File: config.mk
export PLATFORM = sky130hd
export DESIGN_NAME = periph_irq_timebase
export DESIGN_NICKNAME = d
export VERILOG_FILES = /design/src/irq_pkg.sv /design/src/timebase_counter.sv /design/src/periph_irq_timebase.sv
export SDC_FILE = /design/constraint.sdc
export NUM_CORES = 1
export LEC_CHECK = 0
export ABC_AREA = 0
export ABC_CLOCK_PERIOD_IN_PS = 3250
export BUFFER_PORTS_ARGS = -buffer_cell sky130_fd_sc_hd__buf_2
export CAP_MARGIN = 20
export CORE_MARGIN = 2
export CORE_UTILIZATION = 51
export DETAILED_ROUTE_END_ITERATION = 10
export PLACE_DENSITY = 0.74
export SYNTH_ARGS = -nofsm -noshare
export SYNTH_HDL_FRONTEND = slang
export SYNTH_HIERARCHICAL = 1
export SYNTH_SLANG_ARGS = --single-unit
File: constraint.sdc
create_clock -name pclk -period 3.25 [get_ports pclk]
set_clock_uncertainty 0.05 [all_clocks]
set_input_delay 0.325 -clock pclk [delete_from_list [all_inputs] [get_ports pclk]]
set_output_delay 0.325 -clock pclk [all_outputs]
set_load 0.005 [all_outputs]
File: src/irq_pkg.sv
package irq_pkg;
    // ****************************************
    // Register map (byte addresses)
    // ****************************************
    localparam logic [7:0] OFS_PSC = 8'h00;
    localparam logic [7:0] OFS_TB0 = 8'h04;
    localparam logic [7:0] OFS_TB1 = 8'h08;
    localparam logic [7:0] OFS_FLAG = 8'h0C;
    localparam logic [7:0] OFS_EN = 8'h10;
    localparam logic [7:0] OFS_STAT = 8'h14;

    // ****************************************
    // Field positions and reset values
    // ****************************************
    localparam int TB_RUN_BIT = 7;
    localparam int TB_PER_LSB = 0;
    localparam int CONV_BIT = 12;
    localparam int ASYNC_BIT = 13;
    localparam int MASTER_BIT = 15;
    localparam int VEC_LSB = 4;
    localparam logic [1:0] PSC_RESET = 2'h0;
    localparam logic [7:0] TB_RESET = 8'h00;
    localparam logic [1:0] PSC_SYS = 2'h0;
    localparam logic [1:0] PSC_DIV4 = 2'h1;
    localparam logic [1:0] DIV4_LAST = 2'h3;
    localparam int TB_MIN_LOG2 = 8;

    // ****************************************
    // Request sources, in priority order
    // ****************************************
    localparam int NSRC = 12;
    localparam int SRC_CMP0 = 0;
    localparam int SRC_SIM = 2;
    localparam int SRC_SPORT = 3;
    localparam int SRC_TB0 = 4;
    localparam int SRC_GRP0 = 6;
    localparam int NGRP = 6;
    localparam int GRP_CONV = 0;
    localparam int GRP_ASYNC = 1;

    typedef struct packed {
        logic rx_tx_done;
        logic addr_match;
        logic bus_timeout;
    } sim_events_t;

    typedef struct packed {
        logic byte_done;
        logic incomplete;
    } sport_events_t;

    typedef struct packed {
        logic tx_empty;
        logic tx_idle;
        logic rx_avail;
        logic rx_overrun;
        logic addr_detect;
        logic rx_wake;
    } async_events_t;
endpackage

File: src/timebase_counter.sv
`timescale 1ns/1ns
`default_nettype none
module timebase_counter
    import irq_pkg::*;
(
    input wire logic pclk,
    input wire logic presetn,
    input wire logic tick,
    input wire logic run,
    input wire logic [2:0] period,
    output logic ovf
);
    logic [14:0] cnt_r;
    logic [14:0] limit;
    logic wrap;

    // ****************************************
    // Divider chain
    // ****************************************
    assign limit = 15'((32'h1 << (TB_MIN_LOG2 + 32'(period))) - 32'h1);
    assign wrap = run && tick && (cnt_r >= limit);

    // Stopped chain restarts from zero so the first period is whole
    always_ff @(posedge pclk or negedge presetn) begin
        if (!presetn) begin
            cnt_r <= 15'h0000;
            ovf <= 1'b0;
        end else begin
            ovf <= wrap;
            if (!run) begin
                cnt_r <= 15'h0000;
            end else if (tick) begin
                cnt_r <= wrap ? 15'h0000 : cnt_r + 15'h0001;
            end
        end
    end
endmodule
`default_nettype wire

File: src/periph_irq_timebase.sv
`timescale 1ns/1ns
`default_nettype none
module periph_irq_timebase
    import irq_pkg::*;
(
    input wire logic pclk,
    input wire logic presetn,
    input wire logic psel,
    input wire logic penable,
    input wire logic pwrite,
    input wire logic [7:0] paddr,
    input wire logic [31:0] pwdata,
    output logic [31:0] prdata,
    output logic pready,
    output logic pslverr,
    input wire logic [1:0] cmp_out,
    input wire sim_events_t sim_ev,
    input wire sport_events_t sport_ev,
    input wire logic conv_done,
    input wire async_events_t async_ev,
    input wire logic [NGRP-1:0] group_ext_set,
    input wire logic sub_clk_pin,
    input wire logic stack_full,
    input wire logic return_from_irq,
    output logic irq_take,
    output logic [3:0] irq_vector,
    output logic wake
);
    // ****************************************
    // State
    // ****************************************
    logic [1:0] psc_r;
    logic [7:0] tb_ctl_r [2];
    logic [NSRC-1:0] src_flag_r;
    logic [NSRC-1:0] src_en_r;
    logic conv_flag_r;
    logic async_flag_r;
    logic conv_en_r;
    logic async_en_r;
    logic master_r;
    logic [1:0] cmp_prev_r;
    logic [1:0] div_r;
    logic sub_s1_r;
    logic sub_s2_r;
    logic sub_s3_r;
    logic [NSRC-1:0] flag_prev_r;
    logic [1:0] tb_ovf;

    // ****************************************
    // Bus decode
    // ****************************************
    wire setup = psel && !penable;
    wire wr = psel && penable && pwrite && pready;
    wire hit_psc = paddr == OFS_PSC;
    wire hit_tb0 = paddr == OFS_TB0;
    wire hit_tb1 = paddr == OFS_TB1;
    wire hit_flag = paddr == OFS_FLAG;
    wire hit_en = paddr == OFS_EN;
    wire hit_stat = paddr == OFS_STAT;
    wire mapped = hit_psc || hit_tb0 || hit_tb1 || hit_flag || hit_en || hit_stat;
    wire wr_flag = wr && hit_flag;
    wire wr_en = wr && hit_en;

    // ****************************************
    // Prescaler and time bases
    // ****************************************
    wire tick4 = div_r == DIV4_LAST;
    wire sub_tick = sub_s2_r && !sub_s3_r;
    wire psc_tick = psc_r[1] ? sub_tick : ((psc_r == PSC_DIV4) ? tick4 : 1'b1);

    genvar g;
    generate
        for (g = 0; g < 2; g++) begin : gen_tb
            timebase_counter u_tb (
                .pclk(pclk),
                .presetn(presetn),
                .tick(psc_tick),
                .run(tb_ctl_r[g][TB_RUN_BIT]),
                .period(tb_ctl_r[g][TB_PER_LSB +: 3]),
                .ovf(tb_ovf[g])
            );
        end
    endgenerate

    // ****************************************
    // Request set terms
    // ****************************************
    wire [1:0] cmp_tog = cmp_out ^ cmp_prev_r;
    wire sim_set = sim_ev.rx_tx_done || sim_ev.addr_match || sim_ev.bus_timeout;
    wire sport_set = sport_ev.byte_done || sport_ev.incomplete;
    wire async_set = |async_ev;
    // Member must be enabled to feed its group; group_ext_set still sets the group flag on its own
    wire conv_rise = conv_done && !conv_flag_r && conv_en_r;
    wire async_rise = async_set && !async_flag_r && async_en_r;

    logic [NGRP-1:0] grp_set;
    always_comb begin
        grp_set = group_ext_set;
        grp_set[GRP_CONV] = group_ext_set[GRP_CONV] || conv_rise;
        grp_set[GRP_ASYNC] = group_ext_set[GRP_ASYNC] || async_rise;
    end

    wire [NSRC-1:0] src_set = {grp_set, tb_ovf, sport_set, sim_set, cmp_tog};

    // ****************************************
    // Vector arbitration
    // ****************************************
    wire [NSRC-1:0] pend = src_flag_r & src_en_r;
    wire can_take = master_r && !stack_full && (|pend) && !irq_take;

    logic [3:0] win;
    always_comb begin
        win = 4'h0;
        for (int i = NSRC - 1; i >= 0; i--) begin
            if (pend[i]) begin
                win = 4'(i);
            end
        end
    end

    wire [NSRC-1:0] take_clr = can_take ? (NSRC'(1) << win) : '0;
    wire [NSRC-1:0] sw_clr = wr_flag ? pwdata[NSRC-1:0] : '0;
    // Set wins over both clears, so no event is lost
    wire [NSRC-1:0] src_flag_nxt = (src_flag_r & ~take_clr & ~sw_clr) | src_set;
    wire conv_flag_nxt = (conv_flag_r && !(wr_flag && pwdata[CONV_BIT])) || conv_done;
    wire async_flag_nxt = (async_flag_r && !(wr_flag && pwdata[ASYNC_BIT])) || async_set;
    wire master_nxt = can_take ? 1'b0 :
        (return_from_irq || (wr_en ? pwdata[MASTER_BIT] : master_r));

    // ****************************************
    // Read data
    // ****************************************
    logic [31:0] rd_nxt;
    always_comb begin
        rd_nxt = 32'h0000_0000;
        if (hit_psc) begin
            rd_nxt[1:0] = psc_r;
        end else if (hit_tb0) begin
            rd_nxt[7:0] = tb_ctl_r[0];
        end else if (hit_tb1) begin
            rd_nxt[7:0] = tb_ctl_r[1];
        end else if (hit_flag) begin
            rd_nxt[NSRC-1:0] = src_flag_r;
            rd_nxt[CONV_BIT] = conv_flag_r;
            rd_nxt[ASYNC_BIT] = async_flag_r;
        end else if (hit_en) begin
            rd_nxt[NSRC-1:0] = src_en_r;
            rd_nxt[CONV_BIT] = conv_en_r;
            rd_nxt[ASYNC_BIT] = async_en_r;
            rd_nxt[MASTER_BIT] = master_r;
        end else if (hit_stat) begin
            rd_nxt[0] = stack_full;
            rd_nxt[1] = |pend;
            rd_nxt[VEC_LSB +: 4] = irq_vector;
        end
    end

    // ****************************************
    // Registers
    // ****************************************
    always_ff @(posedge pclk or negedge presetn) begin
        if (!presetn) begin
            pready <= 1'b0;
            pslverr <= 1'b0;
            prdata <= 32'h0000_0000;
        end else begin
            pready <= setup; // One wait-free access after each setup
            pslverr <= setup && !mapped;
            prdata <= (setup && !pwrite) ? rd_nxt : 32'h0000_0000;
        end
    end

    always_ff @(posedge pclk or negedge presetn) begin
        if (!presetn) begin
            psc_r <= PSC_RESET;
            tb_ctl_r[0] <= TB_RESET;
            tb_ctl_r[1] <= TB_RESET;
        end else if (wr) begin
            if (hit_psc) psc_r <= pwdata[1:0];
            if (hit_tb0) tb_ctl_r[0] <= pwdata[7:0] & 8'h87;
            if (hit_tb1) tb_ctl_r[1] <= pwdata[7:0] & 8'h87;
        end
    end

    always_ff @(posedge pclk or negedge presetn) begin
        if (!presetn) begin
            src_en_r <= '0;
            conv_en_r <= 1'b0;
            async_en_r <= 1'b0;
        end else if (wr_en) begin
            src_en_r <= pwdata[NSRC-1:0];
            conv_en_r <= pwdata[CONV_BIT];
            async_en_r <= pwdata[ASYNC_BIT];
        end
    end

    always_ff @(posedge pclk or negedge presetn) begin
        if (!presetn) begin
            src_flag_r <= '0;
            conv_flag_r <= 1'b0;
            async_flag_r <= 1'b0;
            master_r <= 1'b0;
        end else begin
            src_flag_r <= src_flag_nxt;
            conv_flag_r <= conv_flag_nxt;
            async_flag_r <= async_flag_nxt;
            master_r <= master_nxt;
        end
    end

    always_ff @(posedge pclk or negedge presetn) begin
        if (!presetn) begin
            irq_take <= 1'b0;
            irq_vector <= 4'h0;
            wake <= 1'b0;
            flag_prev_r <= '0;
            cmp_prev_r <= 2'h0;
        end else begin
            irq_take <= can_take;
            if (can_take) irq_vector <= win;
            flag_prev_r <= src_flag_r;
            wake <= |(src_flag_r & ~flag_prev_r);
            cmp_prev_r <= cmp_out;
        end
    end

    // Sub clock comes from a pin: two stages before the edge detector
    always_ff @(posedge pclk or negedge presetn) begin
        if (!presetn) begin
            sub_s1_r <= 1'b0;
            sub_s2_r <= 1'b0;
            sub_s3_r <= 1'b0;
            div_r <= 2'h0;
        end else begin
            sub_s1_r <= sub_clk_pin;
            sub_s2_r <= sub_s1_r;
            sub_s3_r <= sub_s2_r;
            div_r <= div_r + 2'h1;
        end
    end
endmodule
`default_nettype wire

==> results by group, run 1 <==
Synthesis
  • Post-synth ARST share: 100.0%
  • Mux cell area share after synthesis: 5.059%
  • Post-synth EDFFs: 0
  • Seq/Total Area, Yosys: 44.49%
  • Post-Syn Area: 6356 um^2
  • Post-synthesis xor/xnor area fraction: 1.102%
  • Main combinational cell family by area after synthesis: simple AND/OR/NAND/NOR gates
  • Synth Flop Type: dfrtp_1
  • Synth Area in Compound Gates: 17.78%
  • Synth Instances: 641
  • Synthesized area per cell: 9.916 um^2
  • Simple-gate share of the synthesized area: 21.81%
  • Adder-Cell Fraction of Synth Area: 3.740%
  • Synthesis warning total: 6
  • Distinct cells, synth: 70
  • Register bit count reported by yosys: 113

Timing
  • RSZ-0062 raised after global routing: false
  • Final hold vios: 0
  • Max Clk Rate: 325.4 MHz
  • Worst-Margin Slew: 1.002 ns
  • Tcrit/Tclk final: 94.57%
  • Tmin final: 3.073 ns
  • Sum of negative setup slack: 0 ns
  • Final hold slack: 0.04785 ns
  • Max-Slew Margin vs Limit: 33.21%
  • Final setup viols: 0
  • Fin. max-slew vios: 0

Floorplan
  • Initial Utilization: 52.48%
  • FP Rows: 40
  • I/O Pins: 108
  • Die Footprint: 13370 um^2
  • Area of the core: 12110 um^2
  • Die extent in x: 115.6 um
  • Die height: 115.6 um

CTS
  • Post-CTS resize count: 0
  • CTS tree: yes
  • CTS H-tree depth: 4
  • Clk buf depth: 2
  • Clock-pin slew on the worst setup and hold paths: 0.05 ns
  • Total CTS buffers: 17
  • Worst-Skew Late Latency: 0.42 ns
  • CTS sink count: 113
  • Root Buffer Master: clkbuf_16

Final layout
  • Diodes inserted: 0
  • Synth-to-Final Area Change: 19.31%
  • Final #Nets: 820
  • Layout cells sized above 1: 23.19%
  • Final core occ: 62.61%

Worst setup path
  • Crit path required time: 3.49 ns
  • CP cell instances: or3_1 -> ha_1 -> xor2_1 -> ha_1 -> nand4_1 -> or4_4 -> a21oi_4 -> buf_12 -> nor4_1 -> a311o_1
  • Critical Path AT: 3.31 ns
  • Setup Crit Path Kind: reg2reg
  • Crit end category: flip-flop
  • Largest delay contributor family on the critical path: simple AND/OR/NAND/NOR gates
  • Startpoint types: flip-flop
  • CP most frequent cell: ha_1
  • CP bufs+invs: 1
  • Slowest CP cell: or4_4
  • Max incr delay on CP: 0.54 ns
  • CP Max Fanout: 13

Power and ir drop
  • P_int: 2800 uW
  • P_sw: 746.1 uW
  • Flop pwr share: 40.4%
  • Logic pwr share: 4.4%
  • Max VDD drop: 376.0 uV
  • Clk pwr share: 55.3%
  • PD cells: 467.6 nW/um^2
  • Static leakage: 0.003476 uW
  • Pwr Total: 3546 uW
  • Switching portion of total power: 21.04%

Drt
  • Residual DRC: 0
  • Routed wire per std cell: 17.29 um
  • Pre-antenna DRT Iters: 5
  • Final WL: 15.81 mm
  • Routed Antenna Nets: 0
  • Detailed router's first-iteration violation count: 491
  • DR vias/cell: 5.953
  • Vias: 5441

Job
  • Max Cap Violations: 0

GRT
  • Number of global-route vias before repair: 5431
  • Largest net degree at the start of global routing: 114
  • Global route overflow: 0
  • GR Util All Layers: 24.75%
  • First-pass GRT wire length: 25.92 mm
  • Initial antenna violation count: 0

Hold path
  • Min-Delay Path Class: in2reg

Placed design
  • DP HPWL: 10.85 mm
  • # port buffers: 73
  • Final GP Congestion: 0.9165

Outcome
  • Run status: finished, final reports clean
## repair_timing
item	in CTS	in global routing
hold buffers	4	0
setup buffers	0	1
setup endpoints to repair	0	4
hold endpoints to repair	116	0
## cell usage in the layout (no fill, tap or decap), drive strengths merged, types with 14 or more instances in the layout
cell | netlist | routed
a21oi | 23 | 23
buf | 26 | 96
dfrtp | 113 | 113
nand2 | 71 | 71
nor2b | 18 | 18
inv | 27 | 27
conb | 1 | 17
nand3 | 25 | 25
nor3 | 22 | 22
clkbuf | 17 | 23
a31o | 14 | 14
mux2 | 25 | 25
nor2 | 37 | 37
ha | 19 | 19
o21ai | 16 | 16
## path summary, 6_finish.rpt
check / start / end / slack, ns / cells after the start
worst min register to register: sub_s1_r / sub_s2_r / 0.32 / 0
worst min-delay path: group_ext_set[5] / src_flag_r[11] / 0.05 / 2
min in group asynchronous: presetn / cmp_prev_r[0] / 0.48 / 3
worst max register to register: tb_ctl_r[10] / gen_tb[0].u_tb/cnt_r[11] / 0.18 / 10
worst max-delay path: tb_ctl_r[10] / gen_tb[0].u_tb/cnt_r[11] / 0.18 / 10
max in group asynchronous: presetn / gen_tb[1].u_tb/cnt_r[7] / 2.20 / 3
## cell usage after synthesis (7+ instances only)
library cell / instances / area share, %
a221o_1: 7 / 1.1
nand4_1: 13 / 1.3
a311o_1: 7 / 1.1
nand3_1: 25 / 2.0
nand3b_1: 10 / 1.2
o21a_1: 11 / 1.3
buf_4: 18 / 2.1
clkbuf_1: 15 / 0.89
a22oi_1: 13 / 1.5
o21ai_0: 14 / 1.1
a31o_2: 12 / 1.7
a211oi_1: 8 / 0.94
nor3_1: 19 / 1.5
ha_1: 19 / 3.7
nand2_1: 71 / 4.2
nor2_1: 36 / 2.1
dfrtp_1: 113 / 44
a21oi_1: 21 / 1.7
mux2_2: 17 / 3.0
nor2b_1: 18 / 1.8
inv_1: 27 / 1.6
mux2_1: 8 / 1.4
nor4_1: 10 / 0.98
## cell families (layout without fill, tap and decap cells)
| logic type | count (synthesis) | count (layout) |
|---|---|---|
| AOI/OAI and AO/OA | 148 | 148 |
| xor gates and xnor gates | 8 | 8 |
| adders and majority gates | 19 | 19 |
| buffers and inverters | 70 | 159 |
| DFF | 113 | 113 |
| muxes | 29 | 29 |
| other | 1 | 17 |
| and+or+nand+nor | 253 | 253 |
## registers in the layout, indices dropped and copies added, names as in the netlist, 2 cells and up
signal,cells
src_flag_r,12
div_r,2
cmp_prev_r,2
gen_tb.u_tb/cnt_r,30
tb_ctl_r,8
irq_vector,4
psc_r,2
gen_tb.u_tb/ovf,2
src_en_r,12
flag_prev_r,12
prdata,15
## power groups by stage
stage | combinational (uW) | sequential [uW] | clock, uW
2_1_floorplan | 74.1 | 1450 | 0
3_3_place_gp | 147 | 1450 | 0
3_5_place_dp | 151 | 1450 | 0
4_1_cts | 156 | 1430 | 1990
5_1_grt | 174 | 1430 | 2050
6_report | 155 | 1430 | 1960
## worst reg2reg max path: stages (launching register included)
cell     delay, ns
dfrtp_1       0.39
or3_1         0.43
ha_1          0.23
xor2_1        0.18
ha_1          0.30
nand4_1       0.09
or4_4         0.54
a21oi_4       0.22
buf_12        0.16
nor4_1        0.06
a311o_1       0.32
## cell type report
cell class,instances,area [um^2]
clock buffer,23,467.9
clock inverter,9,155.1
fill,1007,4528
inverter,27,101.3
multi-input combinational,474,3216
sequential,113,2828
tap,168,210.2
timing repair buffer,100,605.6
## through the flow
step	cells	setup slack [ns]	area, um^2
3_5_place_dp	877	0.1391	6913
4_1_cts	913	0.1177	7576
3_3_place_gp	877	0.1837	6913
5_1_grt	914	0.03906	7584
6_report	914	0.1766	7584
2_1_floorplan	657	0.1184	6416
## metal layers
layer	vias to the layer above	share of wire (%)	global-route usage (%)
met4	0	2.0	10.16
met2	163	52	43.59
met1	2705	42	29.33
met5	-	0	0
li1	2543	-	-
met3	30	4.5	5.492
Power figures use the tool's default switching activity.
==> run 2, diff against run 1 <==
Settings changed: BUFFER_PORTS_ARGS -buffer_cell sky130_fd_sc_hd__buf_2 to -buffer_cell sky130_fd_sc_hd__clkbuf_2, CORE_UTILIZATION 51 to 50, SYNTH_HIERARCHICAL 1 to default.
==> run 2 against run 1 <==
  * Sequential power hardly changed
  * Fmax increased by 6.2%
  * Register-to-register slack gained 0.18 ns
  * Power shrank 9.1%
  * Combinational power about the same
  * Non-clock buffer count fell by 15
  * Clock power down 17%
  * Clock-buffer cell count is 2 higher
  * Final cell count shrank 12%
  * Core utilization shrank 2.5 points
  * Sequential share of layout area increased by 4.3 points
  * Area after synthesis shrank 9.2%
  * Critical endpoint is now gen_tb[1].u_tb.cnt_r[2]
  * Largest cell class is now flip-flops and latches
  * Largest power group unchanged
==> results by group, run 2 <==
Outcome
  • Run status: finished, final reports clean

Synthesis
  • Seq/Total Area, Yosys: 48.97% (+4.5 points)
  • Post-Syn Area: 5774 um^2 (-9.2%)
  • Synth Flop Type: dfrtp_1
  • Synthesis warning total: 0 (-6)
  • Distinct cells, synth: 55 (-21%)
  • Register bit count reported by yosys: 113 (unchanged)
  • Synthesized area per cell: 10.24 um^2 (+3.2%)
  • Count leader, synth: dfrtp_1
  • Synth Instances: 564 (-12%)
  • Dominant cells by area after synthesis: dfrtp_1, mux2_2, nand2_1
  • Share of the synthesized area in the top cell type: 48.97% (+4.5 points)
  • Most frequent cells after synthesis: dfrtp_1, nand2_1, nor2_1
  • Post-synth EDFFs: 0 (unchanged)
  • Post-synth ARST share: 100.0% (unchanged)
  • Yosys top cell by area: dfrtp_1

CTS
  • Total CTS buffers: 17 (unchanged)
  • Worst-Skew Late Latency: 0.41 ns (about the same)
  • Clk buf depth: 2 (unchanged)
  • Clock-pin slew on the worst setup and hold paths: 0.06 ns (about the same)
  • CTS sink count: 113 (unchanged)
  • Setup repair bufs after CTS: 0 (unchanged)
  • CTS tree: yes
  • CTS H-tree depth: 4 (unchanged)
  • Post-CTS resize count: 0 (unchanged)
  • Root Buffer Master: clkbuf_16
  • Hold Buf Count CTS: 3 (-1)

Worst setup path
  • R2R Path End: gen_tb[1].u_tb.cnt_r[2]
  • CP Max Fanout: 12 (-1)
  • Crit path required time: 3.49 ns (about the same)
  • CP Launch Point: tb_ctl_r[2]
  • Startpoint types: flip-flop
  • R2R cell count: 9 (-1)
  • Critical Path AT: 3.14 ns (-0.17 ns)
  • Launch point of the worst reg-to-reg path: tb_ctl_r[2]
  • Crit end category: flip-flop
  • Setup Crit Path Kind: reg2reg
  • Reg2Reg Setup Slack: 0.35 ns (+0.18 ns)
  • Worst setup path endpoint: gen_tb[1].u_tb.cnt_r[2]

Power and ir drop
  • Switching portion of total power: 22.25% (+1.2 points)
  • Clk pwr share: 50.7% (-4.6 points)
  • P_sw: 717.0 uW (-3.9%)
  • Logic pwr share: 4.7% (+0.3 points)
  • Static leakage: 0.003233 uW (-7.0%)
  • PD cells: 474.0 nW/um^2 (+1.4%)
  • Max VDD drop: 402.8 uV (+7.1%)
  • P_int: 2506 uW (-11%)
  • Flop pwr share: 44.6% (+4.2 points)

Placed design
  • # port buffers: 73 (unchanged)
  • DP HPWL: 9.846 mm (-9.3%)
  • Placed cell count: 767 (-13%)
  • Final GP Congestion: 0.8731 (-4.7%)

Drt
  • Residual DRC: 0 (unchanged)
  • Detailed router's first-iteration violation count: 348 (-29%)
  • DR vias/cell: 5.802 (-2.5%)
  • Vias: 4653 (-14%)
  • Final WL: 14.10 mm (-11%)
  • Routed wire per std cell: 17.58 um (+1.6%)
  • Pre-antenna DRT Iters: 5 (unchanged)
  • Routed Antenna Nets: 0 (unchanged)

Final layout
  • Most frequent cells in the layout: dfrtp_1, clkbuf_2, nand2_1, nor2_1, nand3_1
  • Regs by FF count: gen_tb.u_tb.cnt_r x30, prdata x15
  • Synth-to-Final Area Change: 17.77%
  • Diodes inserted: 0 (unchanged)
  • Max FFs per register: 30 (unchanged)
  • Final #Nets: 732 (-11%)
  • Most common cell after layout, fill and taps aside: dfrtp_1
  • Layout cells sized above 1: 23.52% (+0.33 points)
  • Finished Layout Cells: 802 (-12%)
  • FILL cells: 948 (-5.9%)
  • Biggest register: gen_tb.u_tb.cnt_r

GRT
  • Number of global-route vias before repair: 4665 (-14%)
  • Largest net degree at the start of global routing: 70 (-39%)
  • First-pass GRT wire length: 23.13 mm (-11%)
  • GR Util All Layers: 23.52% (-1.2 points)
  • Initial antenna violation count: 0 (unchanged)
  • Global route overflow: 0 (unchanged)

Timing
  • Tcrit/Tclk final: 89.08% (-5.5 points)
  • Sum of negative setup slack: 0 ns (unchanged)
  • Max Clk Rate: 345.4 MHz (+6.2%)
  • Final hold vios: 0 (unchanged)
  • Final setup viols: 0 (unchanged)
  • Worst-Margin Slew: 0.6169 ns (-0.3849 ns)
  • Fin. max-slew vios: 0 (unchanged)
  • Tmin final: 2.895 ns (-0.1782 ns)
  • RSZ-0062 raised after global routing: false
  • Max-Slew Margin vs Limit: 58.87% (+26 points)

Floorplan
  • I/O Pins: 108 (unchanged)
  • FP Rows: 39 (-2.5%)
  • Die Footprint: 12420 um^2 (-7.1%)
  • Initial Utilization: 51.01% (-1.5 points)
  • Die height: 111.5 um (-3.6%)
  • Die extent in x: 111.5 um (-3.6%)
  • Area of the core: 11320 um^2 (-6.5%)

Hold path
  • Min-Delay Path Class: in2reg

Job
  • Max Cap Violations: 0 (unchanged)
-- run 2: how the worst min path moves through the flow --
stage,start,endpoint,slack (ns),cells past startpoint
6_report,group_ext_set[2],src_flag_r[8],0.05,2
5_1_grt,group_ext_set[2],src_flag_r[8],0.06,2
4_1_cts,cmp_out[1],cmp_prev_r[1],0.002,1
3_5_place_dp,sub_s1_r,sub_s2_r,0.29,0
3_3_place_gp,sub_s1_r,sub_s2_r,0.28,0
2_1_floorplan,presetn,async_en_r,-0.02,0
-- run 2: layer usage --
layer / wire (um) / part of all wire (%) / global-route usage [%] / vias up
met4: 148 / 1.0 / 7.984 / 0
met5: 0 / 0 / 0 / -
li1: - / - / - / 2182
met2: 6909 / 49 / 38.37 / 163
met1: 6133 / 44 / 30.95 / 2295
met3: 905 / 6.4 / 5.879 / 13
-- run 2: logic make-up after synthesis --
logic type	after synthesis	share of synthesized area, %
compound gates	122	15.49
xor+xnor	2	0.3034
fa+ha+maj	17	3.684
buf+inv	62	5.287
flops	113	48.97
mux	41	8.321
other cells	1	0.06494
simple gates	206	17.88
-- run 2: worst max-delay path: stages (launching register included) --
cell and delay (ns):
dfrtp_1 0.47, o21ai_0 0.15, ha_1 0.32, nand4_1 0.14
or2_2 0.33, o41ai_1 0.55, nor2_1 0.25, buf_4 0.24
a21oi_1 0.16, mux2i_1 0.09
-- run 2: through the flow --
step / utilization, % / setup slack, ns / cell area (um^2) / total power (uW) / hold slack (ns)
global route: 60.07 / 0.1445 / 6800 / 3325 / 0.06022
finish: 60.07 / 0.3548 / 6800 / 3223 / 0.05193
CTS: 59.98 / 0.3680 / 6790 / 3244 / 0.002031
floorplan: - / 0.5784 / 5834 / 1527 / -0.02059
global placement: 55.14 / 0.4923 / 6242 / 1605 / 0.2840
detailed placement: 55.14 / 0.3892 / 6242 / 1609 / 0.2856
-- run 2: area by class of cell --
class	count	area, um^2	share of cell area (%)
Timing Repair Buffer	85	480.5	7.065
Clock inverter	6	32.53	0.4784
Inverter	25	93.84	1.380
Tap cell	143	178.9	2.631
Multi-Input combinational cell	405	2701	39.72
Clock buffer	25	485.5	7.139
Sequential cell	113	2828	41.58
-- run 2: power by group through the flow --
| stage | clock network (uW) | logic, uW | registers [uW] |
|---|---|---|---|
| CTS | 1650 | 153 | 1440 |
| detailed placement | 0 | 148 | 1460 |
| floorplan | 0 | 69.3 | 1460 |
| global placement | 0 | 144 | 1460 |
| global route | 1720 | 169 | 1440 |
| finish | 1630 | 152 | 1440 |
